File: src/logic/sli_pkg.sv
package sli_pkg;

	// ==========================================================
	// timing
	localparam int CLK_HZ            = 40000000;
	localparam int BLINK_SLOW_MHZ    = 1000;      // ~1 Hz, in millihertz
	localparam int BLINK_FAST_MHZ    = 3000;      // 3 Hz, in millihertz
	// half period in cycles: toggle twice per period
	localparam int SLOW_HALF_CYC     = (CLK_HZ / 2) / (BLINK_SLOW_MHZ / 1000);
	localparam int FAST_HALF_CYC     = (CLK_HZ / 2) / (BLINK_FAST_MHZ / 1000);

	// ==========================================================
	// register map (byte addresses)
	localparam logic [7:0] ADDR_CTRL      = 8'h00;
	localparam logic [7:0] ADDR_BOOT      = 8'h04;
	localparam logic [7:0] ADDR_POST      = 8'h08;
	localparam logic [7:0] ADDR_STATUS    = 8'h0c;
	localparam logic [7:0] ADDR_INT_STAT  = 8'h10;
	localparam logic [7:0] ADDR_INT_EN    = 8'h14;
	localparam logic [7:0] ADDR_INT_CLR   = 8'h18;

	// boot register fields
	localparam int BOOT_VIDEO_FAIL_BIT = 0;
	localparam int BOOT_IMAGES_BAD_BIT = 1;
	localparam int BOOT_HANDOFF_BIT    = 2;
	localparam int BOOT_DONE_BIT       = 3;
	localparam int BOOT_RESTART_BIT    = 4;

	// ctrl register: bit 0 force restart of the boot sequence from the OS or normal stage, as a pulse
	localparam logic [7:0]  POST_RESET    = 8'h00;
	localparam logic [3:0]  INT_EN_RESET  = 4'h0;

	// interrupt status bits
	localparam int IRQ_FATAL_BIT   = 0;
	localparam int IRQ_ALARM_BIT   = 1;
	localparam int IRQ_POST_BIT    = 2;
	localparam int IRQ_BOOTEND_BIT = 3;

	// ==========================================================
	// types
	typedef enum logic [4:0]
	{
		BOOT_LOADER = 5'b00001,
		BOOT_OS     = 5'b00010,
		BOOT_NORMAL = 5'b00100,
		BOOT_FAILED = 5'b01000,
		BOOT_IDLE   = 5'b10000
	} sli_boot_state_t;

	typedef enum logic [1:0]
	{
		SEV_OK    = 2'h0,
		SEV_DEGR  = 2'h1,
		SEV_ALARM = 2'h2,
		SEV_FATAL = 2'h3
	} sli_sev_t;

	typedef struct packed
	{
		logic volt_crit;
		logic temp_crit;
		logic input_power_crit;
		logic rail_current_crit;
		logic regulator_hot_in;
		logic processor_hot_throttle;
		logic fans_insufficient;
		logic drive_fault;
		logic psu_insufficient;
		logic mem_ce_window;
		logic mem_ce_failing_dimm;
		logic mem_redundant_mode;
	} sli_alarm_t;

	typedef struct packed
	{
		logic catastrophic_error_in;
		logic processor_identity_mismatch;
		logic cpu1_absent;
		logic thermal_trip;
		logic power_fault;
		logic cpu_fatal_error_line;
		logic mem_uncorrectable;
		logic proc_family_mismatch;
		logic proc_core_mismatch;
		logic proc_cache_mismatch;
		logic link_freq_fail;
	} sli_fatal_t;

	typedef struct packed
	{
		logic redundancy_lost;
		logic noncrit_threshold;
	} sli_degr_t;

endpackage : sli_pkg

File: src/logic/sli_indicator.sv
// Chosen here: the placing of the registers and the AXI4-Lite register port.
`timescale 1ns/10ps
// Summary of operation
// - non-fatal alarms blink status LED amber at about 1 Hz
// - excess correctable memory errors without redundancy also blink amber
// - fatal processor, thermal, power or memory faults light solid amber
// - processor mismatch or link frequency failure lights solid amber
// - boot sequence starts at power-on, restarts on update, cold reset, watchdog
// - video memory test failure: identify solid blue, status solid amber, held
// - both loader images bad: identify solid blue, status solid amber, held
// - loader stage: identify blinks blue 3 Hz, status blinks green 1 Hz
// - handed over: identify solid blue, status solid green
// - boot done: identify off, status follows conditions
// - latest progress code held on eight diagnostic LEDs
// - healthy running system shows solid green
// - degraded but functional blinks green at about 1 Hz
module sli_indicator
	import sli_pkg::*;
#(
	parameter int SLOW_HALF = SLOW_HALF_CYC,
	parameter int FAST_HALF = FAST_HALF_CYC
)
(
	input  wire logic        mclk,
	input  wire logic        resetn,
	input  wire logic        clk_en,
	input  wire sli_alarm_t  alarm_in,
	input  wire sli_fatal_t  fatal_in,
	input  wire sli_degr_t   degr_in,
	input  wire logic        system_running,
	input  wire logic [7:0]  s_axi_awaddr,
	input  wire logic        s_axi_awvalid,
	output logic             s_axi_awready,
	input  wire logic [31:0] s_axi_wdata,
	input  wire logic [3:0]  s_axi_wstrb,
	input  wire logic        s_axi_wvalid,
	output logic             s_axi_wready,
	output logic [1:0]       s_axi_bresp,
	output logic             s_axi_bvalid,
	input  wire logic        s_axi_bready,
	input  wire logic [7:0]  s_axi_araddr,
	input  wire logic        s_axi_arvalid,
	output logic             s_axi_arready,
	output logic [31:0]      s_axi_rdata,
	output logic [1:0]       s_axi_rresp,
	output logic             s_axi_rvalid,
	input  wire logic        s_axi_rready,
	output logic             led_green,
	output logic             led_amber,
	output logic             led_identify,
	output logic [7:0]       post_led,
	output logic             irq
);

	// ==========================================================
	// pin synchronisers for condition inputs
	localparam int NIN = $bits(sli_alarm_t) + $bits(sli_fatal_t) + $bits(sli_degr_t) + 1;
	logic [NIN-1:0] in_meta_reg;
	logic [NIN-1:0] in_sync_reg;
	always_ff @(posedge mclk)
		if (!resetn)
		begin
			in_meta_reg <= '0;
			in_sync_reg <= '0;
		end
		else if (clk_en)
		begin
			in_meta_reg <= {alarm_in, fatal_in, degr_in, system_running};
			in_sync_reg <= in_meta_reg;
		end

	sli_alarm_t al;
	sli_fatal_t ft;
	sli_degr_t  dg;
	wire        run_s;
	assign {al, ft, dg, run_s} = in_sync_reg;

	// ==========================================================
	// blink timebases
	sli_boot_state_t state_reg;
	sli_boot_state_t state_next;
	// restart the phases on entry to the loader stage so its first blink is full length
	wire         enter_loader = (state_reg != BOOT_LOADER) && (state_next == BOOT_LOADER);
	logic [31:0] slow_cnt_reg;
	logic [31:0] fast_cnt_reg;
	logic        slow_ph_reg;
	logic        fast_ph_reg;
	wire         slow_wrap = (slow_cnt_reg == 32'(SLOW_HALF - 1));
	wire         fast_wrap = (fast_cnt_reg == 32'(FAST_HALF - 1));
	always_ff @(posedge mclk)
		if (!resetn || (clk_en && enter_loader))
		begin
			slow_cnt_reg <= '0;
			fast_cnt_reg <= '0;
			slow_ph_reg  <= 1'b0;
			fast_ph_reg  <= 1'b0;
		end
		else if (clk_en)
		begin
			slow_cnt_reg <= slow_wrap ? '0 : slow_cnt_reg + 32'h1;
			fast_cnt_reg <= fast_wrap ? '0 : fast_cnt_reg + 32'h1;
			slow_ph_reg  <= slow_wrap ? ~slow_ph_reg : slow_ph_reg;
			fast_ph_reg  <= fast_wrap ? ~fast_ph_reg : fast_ph_reg;
		end

	// ==========================================================
	// severity classification
	wire mem_alarm = !al.mem_redundant_mode & (al.mem_ce_window | al.mem_ce_failing_dimm);
	wire any_alarm = al.volt_crit | al.temp_crit | al.input_power_crit | al.rail_current_crit
		| al.regulator_hot_in | al.processor_hot_throttle | al.fans_insufficient
		| al.drive_fault | al.psu_insufficient | mem_alarm;
	wire any_fatal = ft.catastrophic_error_in | ft.processor_identity_mismatch | ft.cpu1_absent
		| ft.thermal_trip | ft.power_fault | ft.cpu_fatal_error_line
		| ft.mem_uncorrectable
		| ft.proc_family_mismatch | ft.proc_core_mismatch | ft.proc_cache_mismatch
		| ft.link_freq_fail;
	wire any_degr  = dg.redundancy_lost | dg.noncrit_threshold;
	sli_sev_t sev;
	assign sev = any_fatal ? SEV_FATAL : any_alarm ? SEV_ALARM
		: any_degr ? SEV_DEGR : SEV_OK;

	// ==========================================================
	// bus decode
	logic        aw_got_reg;
	logic        w_got_reg;
	logic [7:0]  aw_addr_reg;
	logic [31:0] w_data_reg;
	logic [3:0]  w_strb_reg;
	wire         aw_take  = s_axi_awvalid & s_axi_awready;
	wire         w_take   = s_axi_wvalid & s_axi_wready;
	wire         have_aw  = aw_got_reg | aw_take;
	wire         have_w   = w_got_reg | w_take;
	wire [7:0]   wr_addr  = aw_got_reg ? aw_addr_reg : s_axi_awaddr;
	wire [31:0]  wr_data  = w_got_reg ? w_data_reg : s_axi_wdata;
	wire [3:0]   wr_strb  = w_got_reg ? w_strb_reg : s_axi_wstrb;
	wire         wr_fire  = have_aw & have_w & !s_axi_bvalid;
	wire         wr_boot  = wr_fire & (wr_addr == ADDR_BOOT) & wr_strb[0];
	wire         wr_post  = wr_fire & (wr_addr == ADDR_POST) & wr_strb[0];
	wire         wr_en    = wr_fire & (wr_addr == ADDR_INT_EN) & wr_strb[0];
	wire         wr_clr   = wr_fire & (wr_addr == ADDR_INT_CLR) & wr_strb[0];
	wire         wr_ok    = (wr_addr == ADDR_CTRL) | (wr_addr == ADDR_BOOT)
		| (wr_addr == ADDR_POST) | (wr_addr == ADDR_INT_EN) | (wr_addr == ADDR_INT_CLR);
	wire         restart  = wr_fire & (wr_addr == ADDR_CTRL) & wr_strb[0] & wr_data[0];
	wire         aw_hold  = have_aw & !wr_fire;
	wire         w_hold   = have_w & !wr_fire;
	wire         b_next   = wr_fire | (s_axi_bvalid & !s_axi_bready);

	always_ff @(posedge mclk)
		if (!resetn)
		begin
			aw_got_reg    <= 1'b0;
			w_got_reg     <= 1'b0;
			aw_addr_reg   <= '0;
			w_data_reg    <= '0;
			w_strb_reg    <= '0;
			s_axi_bvalid  <= 1'b0;
			s_axi_bresp   <= 2'h0;
			s_axi_awready <= 1'b0;
			s_axi_wready  <= 1'b0;
		end
		else if (clk_en)
		begin
			if (aw_take)
				aw_addr_reg <= s_axi_awaddr;
			if (w_take)
			begin
				w_data_reg <= s_axi_wdata;
				w_strb_reg <= s_axi_wstrb;
			end
			aw_got_reg    <= aw_hold;
			w_got_reg     <= w_hold;
			s_axi_awready <= !aw_hold & !b_next;
			s_axi_wready  <= !w_hold & !b_next;
			if (wr_fire)
			begin
				s_axi_bvalid <= 1'b1;
				s_axi_bresp  <= wr_ok ? 2'h0 : 2'h2;
			end
			else if (s_axi_bready)
				s_axi_bvalid <= 1'b0;
		end

	// ==========================================================
	// boot sequence of the management controller
	wire boot_fail = wr_boot & (wr_data[BOOT_VIDEO_FAIL_BIT] | wr_data[BOOT_IMAGES_BAD_BIT]);
	wire boot_rst  = restart | (wr_boot & wr_data[BOOT_RESTART_BIT]);
	always_comb
	begin
		state_next = state_reg;
		unique case (state_reg)
			BOOT_IDLE:   state_next = BOOT_LOADER;
			BOOT_FAILED: state_next = BOOT_FAILED;
			BOOT_LOADER:
				if (boot_fail)
					state_next = BOOT_FAILED;
				else if (wr_boot & wr_data[BOOT_HANDOFF_BIT])
					state_next = BOOT_OS;
			BOOT_OS:
				if (boot_fail)
					state_next = BOOT_FAILED;
				else if (boot_rst)
					state_next = BOOT_LOADER;
				else if (wr_boot & wr_data[BOOT_DONE_BIT])
					state_next = BOOT_NORMAL;
			BOOT_NORMAL:
				if (boot_fail)
					state_next = BOOT_FAILED;
				else if (boot_rst)
					state_next = BOOT_LOADER;
			default: state_next = BOOT_FAILED;
		endcase
	end

	// ==========================================================
	// LED drivers
	logic green_next;
	logic amber_next;
	logic id_next;
	always_comb
	begin
		green_next = 1'b0;
		amber_next = 1'b0;
		id_next    = 1'b0;
		unique case (state_reg)
			BOOT_IDLE: ;
			BOOT_FAILED:
			begin
				id_next    = 1'b1;
				amber_next = 1'b1;
			end
			BOOT_LOADER:
			begin
				id_next    = fast_ph_reg;
				green_next = slow_ph_reg;
			end
			BOOT_OS:
			begin
				id_next    = 1'b1;
				green_next = 1'b1;
			end
			BOOT_NORMAL:
				unique case (sev)
					SEV_FATAL: amber_next = 1'b1;
					SEV_ALARM: amber_next = slow_ph_reg;
					SEV_DEGR:  green_next = slow_ph_reg;
					SEV_OK:    green_next = run_s;
				endcase
			default: ;
		endcase
	end

	// ==========================================================
	// interrupts and LED registers
	logic [3:0] int_stat_reg;
	logic [3:0] int_en_reg;
	logic       fatal_d_reg;
	logic       alarm_d_reg;
	wire [3:0]  int_set = {state_reg != BOOT_NORMAL && state_next == BOOT_NORMAL, wr_post,
		any_alarm & !alarm_d_reg, any_fatal & !fatal_d_reg};
	wire [3:0]  int_clr = wr_clr ? wr_data[3:0] : 4'h0;

	always_ff @(posedge mclk)
		if (!resetn)
		begin
			state_reg    <= BOOT_IDLE;
			led_green    <= 1'b0;
			led_amber    <= 1'b0;
			led_identify <= 1'b0;
			post_led     <= POST_RESET;
			int_stat_reg <= '0;
			int_en_reg   <= INT_EN_RESET;
			fatal_d_reg  <= 1'b0;
			alarm_d_reg  <= 1'b0;
			irq          <= 1'b0;
		end
		else if (clk_en)
		begin
			state_reg    <= state_next;
			led_green    <= green_next;
			led_amber    <= amber_next;
			led_identify <= id_next;
			if (wr_post)
				post_led <= wr_data[7:0];
			int_stat_reg <= (int_stat_reg & ~int_clr) | int_set;
			if (wr_en)
				int_en_reg <= wr_data[3:0];
			fatal_d_reg  <= any_fatal;
			alarm_d_reg  <= any_alarm;
			irq          <= |(((int_stat_reg & ~int_clr) | int_set) & int_en_reg);
		end

	// ==========================================================
	// read channel
	logic [31:0] rd_mux;
	always_comb
	begin
		unique case (s_axi_araddr)
			ADDR_CTRL:     rd_mux = 32'h0;
			ADDR_BOOT:     rd_mux = {27'h0, state_reg};
			ADDR_POST:     rd_mux = {24'h0, post_led};
			ADDR_STATUS:   rd_mux = {26'h0, led_identify, led_amber, led_green, 1'b0, sev};
			ADDR_INT_STAT: rd_mux = {28'h0, int_stat_reg};
			ADDR_INT_EN:   rd_mux = {28'h0, int_en_reg};
			ADDR_INT_CLR:  rd_mux = 32'h0;
			default:       rd_mux = 32'h0;
		endcase
	end
	wire rd_ok = (s_axi_araddr <= ADDR_INT_CLR) & (s_axi_araddr[1:0] == 2'h0);
	wire r_next = (s_axi_arvalid & s_axi_arready) | (s_axi_rvalid & !s_axi_rready);

	always_ff @(posedge mclk)
		if (!resetn)
		begin
			s_axi_rvalid <= 1'b0;
			s_axi_rdata  <= '0;
			s_axi_rresp  <= 2'h0;
			s_axi_arready <= 1'b0;
		end
		else if (clk_en)
		begin
			s_axi_arready <= !r_next;
			if (s_axi_arvalid & s_axi_arready)
			begin
				s_axi_rvalid <= 1'b1;
				s_axi_rdata  <= rd_mux;
				s_axi_rresp  <= rd_ok ? 2'h0 : 2'h2;
			end
			else if (s_axi_rready)
				s_axi_rvalid <= 1'b0;
		end

endmodule : sli_indicator

File: config.mk
export PLATFORM = sky130hd
export DESIGN_NAME = sli_indicator
export DESIGN_NICKNAME = d
export VERILOG_FILES = /design/src/logic/sli_pkg.sv /design/src/logic/sli_indicator.sv
export SDC_FILE = /design/constraint.sdc
export NUM_CORES = 1
export LEC_CHECK = 0
export ABC_CLOCK_PERIOD_IN_PS = 4850
export BUFFER_PORTS_ARGS = -buffer_cell sky130_fd_sc_hd__buf_2
export CORE_MARGIN = 4
export CORE_UTILIZATION = 60
export CTS_BUF_LIST = sky130_fd_sc_hd__clkbuf_16
export CTS_CLUSTER_SIZE = 25
export DETAILED_ROUTE_END_ITERATION = 8
export PLACE_DENSITY_LB_ADDON = 0.12
export SYNTH_ARGS = -nofsm -noshare
export SYNTH_HDL_FRONTEND = slang
export SYNTH_SLANG_ARGS = --single-unit
File: constraint.sdc
create_clock -name mclk -period 4.85 [get_ports mclk]
set_clock_uncertainty 0.05 [all_clocks]
set_input_delay 0.2425 -clock mclk [delete_from_list [all_inputs] [get_ports mclk]]
set_output_delay 0.2425 -clock mclk [all_outputs]
set_load 0.05 [all_outputs]
==> run metrics <==
post-layout net count=1,119; Clk pwr share=0.436; vias post-DR=around 6,600; Die Area=16,100 sq um; Mapped Avg Cell Area=just under 9 sq um; Buffers & Inverters on Critical Path=1; initial drt markers=between 300 and 400; Filler cells=~1,100; number of flops mapped to enable cells by yosys=0; WS Path Type=flop to flop; CP top delay family=simple AND/OR/NAND/NOR gates; Critical Path, Cell by Cell=nand2_1 > a211oi_2 > nand3_1 > o21ai_1 > nor3_2 > nor4_4 > buf_4 > nor3_1; synth-to-layout area growth=11.8%; Post-DP HPWL=11.6 mm; Clock Latency Late Sink=between 400 and 500 ps; Final period util=0.659; RSZ-0062 raised after global routing=false; CP max stage delay=740 ps; H-tree levels=4; Starting Density=0.611; worst slew pin tran=just under 1000 ps; Boundary Pins=139; CTS max path bufs=2; CP startpoint kind=flop; PostCTS Resize Cnt=0; Slew Limit Fails=0; Worst path slowest cell=dfxtp_1; Async SR Flop Fraction=0; largest area contributor in the netlist=dfxtp_1; Syn Std Cell Area=around 8500 sq um; max cap viols=0; combinational share of power=0.094; layout cell share with drive strength beyond 1=0.132; Critical Path RT=around 5100 ps; Worst-path clk slew=~60 ps; Horiz. Die Dim=around 130 um; Yosys Warn Count=0; Rel. slew slack=0.343; vias in the first global route=just over 6,000; Worst setup EP type=flop; switching pwr=between 0.8 and 0.9 mW; CP max FO=16; largest net degree at the start of global routing=79; total iterations of the first detailed-routing run=5; Post-Layout Inst Area=roughly 9500 sq um; leakage power=about 3.6 nW; Post-DP Area=just under 9000 sq um; Synth Flop Type=dfxtp_1; switching share of power=0.245; proportion of netlist area held by the largest area contributor=0.422; initial antenna violation count=1; number of buffers created by CTS=17; Inserted Diodes=0; Synth cell types=68; sequential share of the synthesized area=0.422; Post-Synthesis Cells=970; DRC Markers=0; Final Util=0.683; standard-cell rows=43; CTS sink cnt=roughly 180; first-pass GRT wire length=29.1 mm; vias per std cell=around 5.4; min cycle time layout=about 3200 ps; Synth Register Bits=approximately 180; core area=roughly 14,000 sq um; Fin. Hold Viols=0; VDD IR max=0.000281 V; PortBufs=85; Clock Root Buffer=clkbuf_16; Hold-fix buffers, CTS=0; Die Y=about 130 um; Reg power frac=0.470; Pint=around 2.5 mW; final wirelength=roughly 17 mm; Total GRT Usage=0.216; Area contributors post-synth=dfxtp_1, mux2i_1, nor2b_1; ANT nets after route=0; Placer Congestion=0.860; Hold WC Path Type=input pin to flop; setup bufs post-CTS=0; CP arrival=about 3400 ps; CTS tree=built; outcome=finished clean; Final setup viols=0; P per Cell Area=345 nW/um^2; wire per inst=about 14 um; GRT overflow=0; Setup TNS Final=0 ps; fmax=313 MHz
==> path summary, 6_finish.rpt <==
check                 start              end  slack [ps]  depth (start not counted)
max reg2reg       w_got_reg  fast_cnt_reg[1]        1650                          8
max               w_got_reg  fast_cnt_reg[1]        1650                          8
min          s_axi_wdata[2]    w_data_reg[2]          20                          3
min reg2reg  s_axi_rdata[6]   s_axi_rdata[6]         410                          2
==> logic make-up (layout without fill, tap and decap cells) <==
logic type,count (synthesis),after routing,share of synthesized area
simple gates,437,437,0.262
flops,179,179,0.422
compound gates,122,122,0.100
buf+inv,88,136,0.0543
mux,74,74,0.0884
xor+xnor,66,66,0.0682
fa+ha+maj,3,3,0.00443
other cells,1,26,0.000442
==> per-stage QoR <==
| stage | cells | hold slack, ps | total power [mW] | worst slack (ps) |
|---|---|---|---|---|
| floorplan | 995 | 337 | 1.82 | 2290 |
| global placement | 1191 | 399 | 1.87 | 1680 |
| detailed placement | 1191 | 407 | 1.88 | 1620 |
| CTS | 1223 | 0.193 | 3.31 | 1610 |
| global route | 1223 | 9.70 | 3.40 | 1250 |
| finish | 1223 | 21.2 | 3.28 | 1650 |
==> per-layer routing <==
layer | vias up | share of wire | GRT usage
li1 | 3411 | - | -
met1 | 3024 | 0.49 | 0.308
met2 | 150 | 0.43 | 0.322
met3 | 29 | 0.054 | 0.0476
met4 | 2 | 0.019 | 0.0770
met5 | - | 0.00071 | 0
==> worst register-to-register path, stage by stage, from the launching register on <==
cell and delay [ps]:
dfxtp_1 740, nand2_1 150, a211oi_2 370, nand3_1 180, o21ai_1 270, nor3_2 150, nor4_4 720, buf_4 340
nor3_1 90
==> final cells by class <==
class / instances / area [sq um] / share of cell area
clock buffer: 17 / 425 / 0.0449
sequential: 179 / 3580 / 0.378
tap: 180 / 225 / 0.0237
clock inverter: 15 / 186 / 0.0197
inverter: 14 / 52.6 / 0.00554
timing repair buffer: 90 / 468 / 0.0493
multi-input combinational: 728 / 4540 / 0.479
==> Yosys cell counts, drive strengths merged (9+ instances only) <==
cell / instances
a21boi: 31
a21oi: 16
a22oi: 11
and2: 9
and3: 17
buf: 40
clkbuf: 34
dfxtp: 179
inv: 14
mux2i: 67
nand2: 109
nand2b: 9
nand3: 35
nand4: 14
nor2: 87
nor2b: 72
nor3: 45
nor4: 13
o21ai: 26
xnor2: 40
xor2: 26
==> placed cells by master (no fill, tap or decap), types with 4 or more instances in the layout <==
cell and n:
a21oi_1 16, or3_1 4, mux2i_1 67, nand2b_1 9, a22oi_1 10, mux2_2 7
o211a_1 4, buf_2 83, xor2_1 26, bufinv_16 4, nor4b_1 7, o21ai_0 25
dfxtp_1 179, and2_1 9, nand3_1 35, nor2_1 87, clkinv_1 4, conb_1 26
inv_1 15, nand4_1 14, nor2b_1 72, xnor2_1 40, nand2_1 109, clkbuf_16 17
nor4_1 11, buf_4 7, a31oi_1 7, nor3_1 44, and3_1 17, a21boi_0 29
==> power by group through the flow <==
stage / logic (mW) / clock network [mW] / registers [mW]
after floorplan: 0.241 / 0 / 1.58
after global placement: 0.303 / 0 / 1.57
after detailed placement: 0.307 / 0 / 1.57
after CTS: 0.308 / 1.46 / 1.54
after global routing: 0.339 / 1.52 / 1.55
final: 0.308 / 1.43 / 1.54
No activity file was read; power rests on OpenSTA's default activity.
